`config.mk`:
```
export PLATFORM = sky130hd
export DESIGN_NAME = cmt_scrub_trigger
export DESIGN_NICKNAME = d
export VERILOG_FILES = /design/src/cmt_scrub_pkg.sv /design/src/scrub_timer.sv /design/src/cmt_scrub_trigger.sv
export SDC_FILE = /design/constraint.sdc
export NUM_CORES = 1
export LEC_CHECK = 0
export BUFFER_PORTS_ARGS = -buffer_cell sky130_fd_sc_hd__buf_2
export CAP_MARGIN = 0
export CORE_MARGIN = 4
export CORE_UTILIZATION = 48
export CTS_CLUSTER_SIZE = 28
export DETAILED_ROUTE_END_ITERATION = 12
export HOLD_SLACK_MARGIN = 0.1
export PLACE_DENSITY = 0.77
export SYNTH_ARGS = -nofsm -noshare
export SYNTH_HDL_FRONTEND = slang
export SYNTH_HIERARCHICAL = 1
export SYNTH_SLANG_ARGS = --single-unit
```
`constraint.sdc`:
```
create_clock -name clk -period 2.6 [get_ports clk]
set_input_delay 0.52 -clock clk [delete_from_list [all_inputs] [get_ports clk]]
set_output_delay 0.52 -clock clk [all_outputs]
set_load 0.1 [all_outputs]
```
`src/cmt_scrub_pkg.sv`:
```
// package: register map, field layout, timing and types of the cmt scrub/trigger block
package cmt_scrub_pkg;

  // control bus register offsets
  localparam logic [5:0] ADDR_MASK   = 6'h21;
  localparam logic [5:0] ADDR_RSV_A  = 6'h22;
  localparam logic [5:0] ADDR_RSV_B  = 6'h23;
  localparam logic [5:0] ADDR_THRESH = 6'h24;
  localparam logic [5:0] ADDR_SNAP   = 6'h25;
  localparam logic [5:0] ADDR_TRIG   = 6'h26;

  // field positions
  localparam int MASK_STE_BIT  = 6;
  localparam int MASK_TCO_BIT  = 7;
  localparam int TRIG_MODE_LSB = 0;
  localparam int TRIG_MODE_MSB = 2;
  localparam int TRIG_EN_LSB   = 3;
  localparam int TRIG_EN_MSB   = 7;

  // reset values and stored mask bits
  localparam logic [7:0] MASK_RST   = 8'h00;
  localparam logic [7:0] THRESH_RST = 8'h00;
  localparam logic [7:0] TRIG_RST   = 8'h00;
  localparam logic [7:0] MASK_USED  = 8'hC0;

  // timing: one scrub timer step is 40.96 us
  localparam int CLK_PERIOD_PS = 50000;
  localparam int TICK_PS       = 40960000;
  localparam int TICK_CYC      = TICK_PS / CLK_PERIOD_PS;
  localparam int INVALID_SYMS  = 2;

  // line symbols
  localparam logic [4:0] SYM_IDLE  = 5'h1F;
  localparam logic [4:0] SYM_HALT  = 5'h04;
  localparam logic [4:0] SYM_QUIET = 5'h00;

  // transmit modes
  typedef enum logic [2:0] {
    TX_ACTIVE = 3'b000,
    TX_IDLE   = 3'b001,
    TX_OFF    = 3'b010,
    TX_RSV3   = 3'b011,
    TX_MASTER = 3'b100,
    TX_HALT   = 3'b101,
    TX_QUIET  = 3'b110,
    TX_RSV7   = 3'b111
  } tx_mode_t;

  // scrub symbol phase
  typedef enum logic [1:0] {
    SCRUB_OFF     = 2'b00,
    SCRUB_INVALID = 2'b01,
    SCRUB_PAIRS   = 2'b10
  } scrub_phase_t;

  // trigger sources, same order as trigger_definition bits 7..3
  typedef struct packed {
    logic noise;
    logic quiet;
    logic halt;
    logic master;
    logic super_idle;
  } line_cond_t;

  // one control bus request
  typedef struct packed {
    logic       sel;
    logic       wr;
    logic [5:0] addr;
    logic [7:0] wdata;
  } cbus_req_t;

endpackage

```
`src/scrub_timer.sv`:
```
// scrub timer: 40.96 us prescaler and 8-bit down counter
`timescale 1ns/10ps
module scrub_timer import cmt_scrub_pkg::*; #(
  parameter int TICK = TICK_CYC,
  parameter int CW   = 8
) (
  input  wire logic          clk,
  input  wire logic          rstn,
  input  wire logic          start,
  input  wire logic [CW-1:0] load_val,
  output logic      [CW-1:0] count_q,
  output logic               busy_q,
  output logic               expire_q
);

  // elaboration check: the prescaler is only 16 bits wide
  if (TICK < 1 || TICK > 65535 || CW < 1) begin
    $error("scrub_timer: bad parameters");
  end

  logic [15:0] pre_q;
  logic        tick;

  assign tick = (pre_q == 16'(TICK - 1));

  ////////////////////////////////////////////////////////////////
  // prescaler restarts with each scrub so the first step is whole
  always_ff @(posedge clk) begin
    if (!rstn || !busy_q || tick) begin
      pre_q <= 16'h0000;
    end else begin
      pre_q <= pre_q + 16'h0001;
    end
  end

  // down counter; start is ignored while busy so the run keeps its length
  always_ff @(posedge clk) begin
    if (!rstn) begin
      count_q  <= '0;
      busy_q   <= 1'b0;
      expire_q <= 1'b0;
    end else begin
      expire_q <= 1'b0;
      if (start && !busy_q) begin
        count_q <= load_val;
        busy_q  <= 1'b1;
      end else if (busy_q && tick) begin
        if (count_q <= CW'(1)) begin
          count_q  <= '0;
          busy_q   <= 1'b0;
          expire_q <= 1'b1;
        end else begin
          count_q <= count_q - CW'(1);
        end
      end
    end
  end
endmodule

```
`src/cmt_scrub_trigger.sv`:
```
// cmt condition mask, scrub timer registers and trigger definition logic
`timescale 1ns/10ps
module cmt_scrub_trigger import cmt_scrub_pkg::*; #(
  parameter int TICK = TICK_CYC
) (
  input  wire logic       clk,
  input  wire logic       rstn,
  input  cbus_req_t       cb_req,
  output logic [7:0]      cb_rdata_q,
  output logic            cb_ack_q,
  output logic            write_reject_q,
  input  line_cond_t      line_cond,
  input  wire logic       enable_scrub_on_trigger,
  input  wire logic [1:0] flag_clear,
  input  wire logic       tx_mode_wr,
  input  tx_mode_t        tx_mode_wdata,
  input  wire logic [9:0] mac_pair,
  output logic            trigger_occurred_flag_q,
  output logic            scrub_expired_flag_q,
  output logic            connection_service_event_q,
  output logic            config_wp_q,
  output tx_mode_t        cur_tx_mode_q,
  output logic [9:0]      tx_pair_q,
  output logic            txe_q,
  output scrub_phase_t    scrub_phase_q
);

  // elaboration check: the timer prescaler is 16 bits wide
  if (TICK < 1 || TICK > 65535) begin
    $error("cmt_scrub_trigger: TICK out of range");
  end

  ////////////////////////////////////////////////////////////////
  // registers and internal signals
  logic [7:0]  cmt_condition_mask_q;
  logic [7:0]  scrub_threshold_q;
  logic [7:0]  trigger_definition_q;
  line_cond_t  cond_prev_q;
  logic [4:0]  cond_rise;
  logic        trigger;
  logic        scrub_start;
  logic        wr_en;
  logic        tco_d;
  logic        ste_d;
  logic [7:0]  timer_count;
  logic        timer_busy;
  logic        timer_expire;
  logic [1:0]  inv_cnt_q;
  tx_mode_t    trig_mode;

  assign wr_en = cb_req.sel && cb_req.wr;
  assign trig_mode = tx_mode_t'(trigger_definition_q[TRIG_MODE_MSB:TRIG_MODE_LSB]);

  ////////////////////////////////////////////////////////////////
  // trigger detection: a source fires on entry into its condition,
  // so a line state that persists does not retrigger every cycle
  always_ff @(posedge clk) begin
    if (!rstn) begin
      cond_prev_q <= '0;
    end else begin
      cond_prev_q <= line_cond;
    end
  end

  assign cond_rise = line_cond & ~cond_prev_q;
  assign trigger = |(cond_rise & trigger_definition_q[TRIG_EN_MSB:TRIG_EN_LSB]);
  assign scrub_start = trigger && enable_scrub_on_trigger;

  ////////////////////////////////////////////////////////////////
  // host writable registers; reserved mask bits are not stored
  always_ff @(posedge clk) begin
    if (!rstn) begin
      cmt_condition_mask_q <= MASK_RST;
    end else if (wr_en && cb_req.addr == ADDR_MASK) begin
      cmt_condition_mask_q <= cb_req.wdata & MASK_USED;
    end
  end

  // the timer copies the threshold only at scrub start, so a late
  // write changes the next scrub, never the current one
  always_ff @(posedge clk) begin
    if (!rstn) begin
      scrub_threshold_q <= THRESH_RST;
    end else if (wr_en && cb_req.addr == ADDR_THRESH) begin
      scrub_threshold_q <= cb_req.wdata;
    end
  end

  always_ff @(posedge clk) begin
    if (!rstn) begin
      trigger_definition_q <= TRIG_RST;
    end else if (wr_en && cb_req.addr == ADDR_TRIG) begin
      trigger_definition_q <= cb_req.wdata;
    end
  end

  ////////////////////////////////////////////////////////////////
  // bus answer: one cycle after the request; reserved and foreign
  // addresses read zero and swallow writes
  always_ff @(posedge clk) begin
    if (!rstn) begin
      cb_rdata_q <= 8'h00;
      cb_ack_q   <= 1'b0;
    end else begin
      cb_ack_q <= cb_req.sel;
      if (cb_req.sel && !cb_req.wr) begin
        case (cb_req.addr)
          ADDR_MASK:   cb_rdata_q <= cmt_condition_mask_q;
          ADDR_THRESH: cb_rdata_q <= scrub_threshold_q;
          ADDR_SNAP:   cb_rdata_q <= timer_count;
          ADDR_TRIG:   cb_rdata_q <= trigger_definition_q;
          ADDR_RSV_A:  cb_rdata_q <= 8'h00;
          ADDR_RSV_B:  cb_rdata_q <= 8'h00;
          default:     cb_rdata_q <= 8'h00;
        endcase
      end else begin
        cb_rdata_q <= 8'h00;
      end
    end
  end

  // write reject: one-cycle pulse that sets the reject bit elsewhere
  always_ff @(posedge clk) begin
    if (!rstn) begin
      write_reject_q <= 1'b0;
    end else begin
      write_reject_q <= wr_en && cb_req.addr == ADDR_SNAP;
    end
  end

  ////////////////////////////////////////////////////////////////
  // condition flags: a set in the clearing cycle wins over the clear
  always_comb begin
    tco_d = trigger_occurred_flag_q;
    ste_d = scrub_expired_flag_q;
    if (flag_clear[1]) tco_d = 1'b0;
    if (flag_clear[0]) ste_d = 1'b0;
    if (trigger) tco_d = 1'b1;
    if (timer_expire) ste_d = 1'b1;
  end

  always_ff @(posedge clk) begin
    if (!rstn) begin
      trigger_occurred_flag_q <= 1'b0;
      scrub_expired_flag_q    <= 1'b0;
      config_wp_q             <= 1'b0;
    end else begin
      trigger_occurred_flag_q <= tco_d;
      scrub_expired_flag_q    <= ste_d;
      config_wp_q             <= ste_d;
    end
  end

  // service event follows masked flags one cycle later
  always_ff @(posedge clk) begin
    if (!rstn) begin
      connection_service_event_q <= 1'b0;
    end else begin
      connection_service_event_q <=
        (trigger_occurred_flag_q && cmt_condition_mask_q[MASK_TCO_BIT]) ||
        (scrub_expired_flag_q && cmt_condition_mask_q[MASK_STE_BIT]);
    end
  end

  ////////////////////////////////////////////////////////////////
  // current transmit mode: trigger load beats a host write; host
  // writes are dropped while the trigger flag protects the register
  always_ff @(posedge clk) begin
    if (!rstn) begin
      cur_tx_mode_q <= TX_ACTIVE;
    end else if (trigger) begin
      cur_tx_mode_q <= trig_mode;
    end else if (tx_mode_wr && !trigger_occurred_flag_q) begin
      cur_tx_mode_q <= tx_mode_wdata;
    end
  end

  // symbol pairs per mode; reserved codes fall back to quiet
  always_ff @(posedge clk) begin
    if (!rstn) begin
      tx_pair_q <= {SYM_QUIET, SYM_QUIET};
      txe_q     <= 1'b0;
    end else begin
      txe_q <= (cur_tx_mode_q != TX_OFF);
      case (cur_tx_mode_q)
        TX_ACTIVE: tx_pair_q <= mac_pair;
        TX_IDLE:   tx_pair_q <= {SYM_IDLE, SYM_IDLE};
        TX_MASTER: tx_pair_q <= {SYM_HALT, SYM_QUIET};
        TX_HALT:   tx_pair_q <= {SYM_HALT, SYM_HALT};
        default:   tx_pair_q <= {SYM_QUIET, SYM_QUIET};
      endcase
    end
  end

  ////////////////////////////////////////////////////////////////
  // scrub timer
  scrub_timer #(
    .TICK (TICK),
    .CW   (8)
  ) u_timer (
    .clk      (clk),
    .rstn     (rstn),
    .start    (scrub_start),
    .load_val (scrub_threshold_q),
    .count_q  (timer_count),
    .busy_q   (timer_busy),
    .expire_q (timer_expire)
  );

  // scrub phase: invalid symbols first, then scrub pairs to expiry
  always_ff @(posedge clk) begin
    if (!rstn) begin
      scrub_phase_q <= SCRUB_OFF;
      inv_cnt_q     <= 2'h0;
    end else begin
      case (scrub_phase_q)
        SCRUB_OFF: begin
          if (scrub_start) begin
            scrub_phase_q <= SCRUB_INVALID;
            inv_cnt_q     <= 2'h0;
          end
        end
        SCRUB_INVALID: begin
          inv_cnt_q <= inv_cnt_q + 2'h1;
          if (inv_cnt_q == 2'(INVALID_SYMS - 1)) begin
            scrub_phase_q <= timer_expire ? SCRUB_OFF : SCRUB_PAIRS;
          end
        end
        SCRUB_PAIRS: begin
          if (timer_expire) begin
            scrub_phase_q <= SCRUB_OFF;
          end
        end
        default: scrub_phase_q <= SCRUB_OFF;
      endcase
    end
  end
endmodule

```
# --- Word level (Yosys, flattened, before mapping) ---
# Cells that the tools add are included.
classes:
  add_sub_neg: 3
  n_mul: 0
  n_div: 0
  magnitude_cmp: 1
  eq_ne: 15
  n_shift: 0
  n_mux: 22
  n_bitwise: 5
  reduce_logical: 33
op_table:
  columns: ["op", "count"]
  rows:
  - ["one-hot mux 10 bit (4 select lines)", 1]
  - ["one-hot mux 8 bit (4 select lines)", 1]
  - ["equality test 6 bit (second input constant)", 4]
  - ["2-to-1 mux 8 bit", 3]
  - ["adder 16 x 1 -> 16 bit (second input constant)", 1]
  - ["equality test 16 x 10 -> 1 bit (second input constant)", 1]
  - ["logical AND 1 bit", 12]
  - ["nonzero test 2 bit", 6]
  - ["AND 5 bit", 2]
  - ["2-to-1 mux 2 bit", 5]
  - ["<= comparator 8 x 1 -> 1 bit (second input constant)", 1]
  - ["2-to-1 mux 1 bit", 8]
  - ["subtractor 8 x 1 -> 8 bit (second input constant)", 1]
  - ["equality test 3 bit (second input constant)", 2]
  - ["2-to-1 mux 3 bit", 2]
  - ["one-hot mux 2 bit (3 select lines)", 1]
  - ["AND reduction 2 bit", 3]
  - ["inverter 5 bit", 1]
  - ["OR reduction 5 bit", 1]
  - ["equality test 2 x 1 -> 1 bit (second input constant)", 2]
  - ["logical NOT 1 bit", 4]
  - ["!= test 2 x 1 -> 1 bit (second input constant)", 2]
  - ["one-hot mux 2 bit (2 select lines)", 1]
  - ["equality test 3 x 1 -> 1 bit (second input constant)", 1]
  - ["other kinds (10)", 13]
totals:
  reg_bits: 80
  latch_bits: 0
  ramBits: 0
  mem_bits_ro: 0
  input_bits: 40
  out_inout_bits: 30
  word_cells: 102
  memories: 0

# --- Logic depth before layout (Yosys ltp) ---
logic_depth:
  ltp_word: 8
  mapped_depth: 8
  depth_no_buf: 7

# --- Cells and area by module ---
# Netlist, hierarchy kept.
modules_own_cells:
  columns: ["mod", "n_inst", "cells_per_inst", "area_per_inst_um2", "seq_area_each_um2"]
  rows:
  - ["cmt_scrub_trigger", 1, 200, 2067.0, 1081.0]
  - ["scrub_timer", 1, 166, 1430.1, 520.5]

# --- Least setup slack after synthesis ---
# Ideal clock, no wire load.
synth_timing:
  path_type: "input -> register"
  start: "input line_cond[0] (netlist bit)"
  end: "register u_timer.count_q[5]"
  setup_time_ns: 0.127
  arrival_time_ns: 1.971
  t_required_ns: 2.473
  slack_ns: 0.502
  cell_stages: 8
  path_buffers: 1
  path_cell_list: "nand3b_1 > and3_1 > clkbuf_1 > a21boi_1 > mux2_2 > nand2_1 > o31a_1 > o211ai_1"
synth_via:
  elab_chain_len: 6
  elab_cells_between_ends: 7
  cone_classes: "mux: 1; bitwise: 2; reduce/logical: 4"
synth_lines:
  columns: ["element", "line", "source"]
  rows:
  - ["start: declaration", "cmt_scrub_trigger.sv:12", "input line_cond_t line_cond,"]
  - ["AND 5 bit *", "cmt_scrub_trigger.sv:65", "assign cond_rise = line_cond & ~cond_prev_q;"]
  - ["AND 5 bit *", "cmt_scrub_trigger.sv:66", "assign trigger = |(cond_rise & trigger_definition_q[TRIG_EN_MSB:TRIG_EN_LSB]);"]
  - ["OR reduction 5 bit *", "cmt_scrub_trigger.sv:66", null]
  - ["logical AND 1 bit *", "cmt_scrub_trigger.sv:67", "assign scrub_start = trigger && enable_scrub_on_trigger;"]
  - ["named net scrub_start", "cmt_scrub_trigger.sv:41", "logic scrub_start;"]
  - ["logical AND 1 bit *", "scrub_timer.sv:44", "if (start && !busy_q) begin"]
  - ["2-to-1 mux 8 bit or nonzero test 2 bit (tied branches)", null, null]
  - ["end signal: assignment", "scrub_timer.sv:45", "count_q <= load_val;"]
  - ["end signal: assignment", "scrub_timer.sv:53", "count_q <= count_q - CW'(1);"]
  - ["end: declaration", "scrub_timer.sv:11", "output logic [CW-1:0] count_q,"]
# Mark *: on every way through the listed nets, which the timed path passes. The rest lies on a longest branch.
# A chain may end at the register's enable or synchronous reset.

# --- Final worst setup path ---
layout_timing:
  start: "register u_timer.pre_q[0]"
  end: "register u_timer.count_q[7]"
layout_via:
  elab_chain_len: 3
layout_lines:
  columns: ["element", "line", "source"]
  rows:
  - ["start: declaration", "scrub_timer.sv:21", "logic [15:0] pre_q;"]
  - ["start signal: assignment", "scrub_timer.sv:32", "pre_q <= pre_q + 16'h0001;"]
  - ["equality test 16 x 10 -> 1 bit", "scrub_timer.sv:24", "assign tick = (pre_q == 16'(TICK - 1));"]
  - ["logical AND 1 bit", "scrub_timer.sv:47", "end else if (busy_q && tick) begin"]
  - ["nonzero test 2 bit (no source line)", null, null]
# Every way passes these cells.

==> results.md <==
* Status: complete, no violations
* Max_slew headroom at between 50 and 60%
* Worst EP arrival at ~2.4 ns
* Die H at 93.4 um
* H-tree depth at 3
* Layout filler cell count at between 600 and 700
* Register area share after synthesis at 45.8%
* Cells after Synth at 366
* Worst setup path class: flop to flop
* Post-synth EDFFs at 0
* Largest net degree at the start of global routing at 26
* Die W at ~93 um
* Synth cell types at 59
* P&R area growth vs syn at 18.7%
* Avg WL per Cell at 15.6 um
* Final Cycle Share at between 80% and 90%
* Layout Nets at 482
* Syn nets at 411
* Pre-Repair DR Iteration Count at 5
* Clk slew on worst S/H paths at 0.08 ns
* Worst path required time at 2.87 ns
* Ys async rst share at 0%
* # Max-Cap Violations at 0
* CTS max path bufs at 2
* 1st-iter DRT viols at 215
* CTS Buf Count at 9
* Final Routed Wirelength at 8410 um
* Synthesized area at 3500 um^2
* Ant diodes at 0
* Post-CTS Setup Bufs at 0
* # IOs at 70
* Clock Latency Late Sink at 0.35 ns
* Layout cells sized above 1 at 25.6%
* Area of the multi-input gates at 1760 um^2
* DR vias at between 3000 and 4000
* Vias in the first global route at slightly below 3000
* Synthesized area per cell at 9.55 um^2
* Cell Pwr Density at 604 nW/um^2
* CP Launch Type: flop
* Synth Warn # at 6
* Starting Density at 50.4%
* Top_reg_cell synth: dfxtp_1
* Post_cts resized at 0
* Worst vdd ir at 0.283 mV
* CTS Sinks at 80
* Tmin final at 2.09 ns
* Layout Utilization at 59.8%
* Skew final at about 0.010 ns
* Final hold vios at 0
* Most common cell after layout, fill and taps aside: dfxtp_1
* Setup TNS at 0 ns
* IO buf count at 69
* Clock Tree Root: clkbuf_8
* Antenna-violating nets left at 0
* Hold Buf Count CTS at 0
* Detailed Place HPWL at 6100 um
* Worst-margin pin slew at 0.645 ns
* CP Capture Type: flop
* Final setup vio count at 0
* F_max at 479 MHz
* First-pass GRT wire length at 13900 um
* Unrepaired setup endpoints after global routing: no
* GPL Wtd Cong at ~0.97
* CTS tree: yes
* GRT Total Usage at 20.0%
* Rows at 30
* Total congestion overflow at 0
* Die area at 8720 um^2
* Leakage at 1.62 nW
* Vias per cell at about 5.7
* Initial antenna violation count at 0
* CP max FO at 17
* Slew Viols, Final at 0
* Design Power at 2.51 mW
* Hold Path Class: input pin to flop
* Post-synthesis register bit count at 80
* Core area at between 6000 and 7000 um^2
* # DRC at 0
* FF+latch area at between 1500 and 2000 um^2
* Most frequent cells in the layout: dfxtp_1, buf_2, nor2_1, mux2i_1, nand2_1
[power by group]
part / leakage (nW) / internal (mW) / switching [mW]
clock: 0.106 / 0.566 / 0.448
sequential: 0.649 / 1.25 / 0.00952
combinational: 0.864 / 0.0569 / 0.183
[critical path, stage by stage (launching register included)]
cell      delay [ns]
dfxtp_1         0.40
inv_1           0.06
ha_1            0.19
and4b_2         0.27
a41oi_1         0.34
nand2_1         0.44
o211ai_1        0.30
[sequential cells by signal, indices dropped and copies added, names as in the netlist]
signal                      flops
cmt_condition_mask_q            2
cur_tx_mode_q                   3
u_timer/count_q                 8
txe_q                           1
connection_service_event_q      1
trigger_definition_q            8
tx_pair_q                      10
scrub_threshold_q               8
u_timer/pre_q                  16
scrub_phase_q                   2
cb_ack_q                        1
u_timer/busy_q                  1
trigger_occurred_flag_q         1
inv_cnt_q                       2
cb_rdata_q                      8
cond_prev_q                     5
config_wp_q                     1
write_reject_q                  1
u_timer/expire_q                1
[layout make-up]
cell class	count	area share [%]
clock buffers	11	3.40
inverters	13	1.18
multi-input cells	257	42.5
clock inverters	5	1.93
well taps	96	2.89
flip-flops and latches	80	38.6
repair buffers	76	9.58
[stage by stage]
stage,area [um^2],setup WS (ns),std cells,hold WS [ns]
2_1_floorplan,3500,0.502,366,0.402
3_3_place_gp,3930,0.484,522,0.426
3_5_place_dp,3930,0.437,522,0.426
4_1_cts,4150,0.518,538,0.357
5_1_grt,4150,0.349,538,0.352
6_report,4150,0.514,538,0.367
[cell usage after synthesis (all sizes together), types with 2 or more instances]
library cell / instances / area, um^2
o211ai: 5 / 37.5
o41ai: 2 / 17.5
inv: 13 / 48.8
dfxtp: 80 / 1600
buf: 10 / 57.6
or4: 3 / 22.5
clkbuf: 6 / 32.5
xor2: 6 / 52.6
o21ai: 10 / 50.1
and4: 4 / 36.3
nand4: 7 / 50.1
nor3b: 5 / 42.5
a211oi: 2 / 15.0
or3: 6 / 40.0
xnor2: 5 / 43.8
a31oi: 8 / 50.1
nand2: 18 / 67.6
and3: 3 / 18.8
nor3: 7 / 35.0
and4b: 2 / 22.5
nor2: 49 / 204
nand3b: 4 / 30.0
nor4: 7 / 88.8
a21oi: 15 / 75.1
nor2b: 2 / 12.5
a311oi: 3 / 26.3
nand3: 11 / 55.1
and2: 7 / 43.8
ha: 5 / 62.6
mux2i: 21 / 210
and3b: 2 / 17.5
nand2b: 3 / 18.8
a222oi: 8 / 80.1
o21a: 9 / 67.6
nor4b: 4 / 35.0
[path summary, 6_finish.rpt]
path                                       start                 end  slack, ns  cells past startpoint
worst max-delay path            u_timer/pre_q[0]  u_timer/count_q[7]       0.51                      6
worst min-delay path                 mac_pair[6]        tx_pair_q[6]       0.37                      2
worst max register to register  u_timer/pre_q[0]  u_timer/count_q[7]       0.51                      6
worst min register to register  u_timer/expire_q    scrub_phase_q[1]       0.43                      1
[layer usage]
| metal | up-vias | GRT usage [%] | routed length (um) |
|---|---|---|---|
| li1 | 1481 | - | - |
| met1 | 1423 | 25.8 | 3800 |
| met2 | 124 | 32.9 | 3880 |
| met3 | 14 | 4.02 | 591 |
| met4 | 0 | 7.69 | 141 |
| met5 | - | 0 | 0 |
[cell families after synthesis]
group / Yosys count / synth area share [%]
XOR/XNOR: 11 / 2.75
AO/OA/AOI/OAI: 72 / 14.5
flip-flops: 80 / 45.8
AND/OR/NAND/NOR: 147 / 24.8
adder cells (fa/ha/maj): 5 / 1.79
multiplexers: 22 / 6.33
buffers and inverters: 29 / 3.97
(Power assumes the default switching activity.)
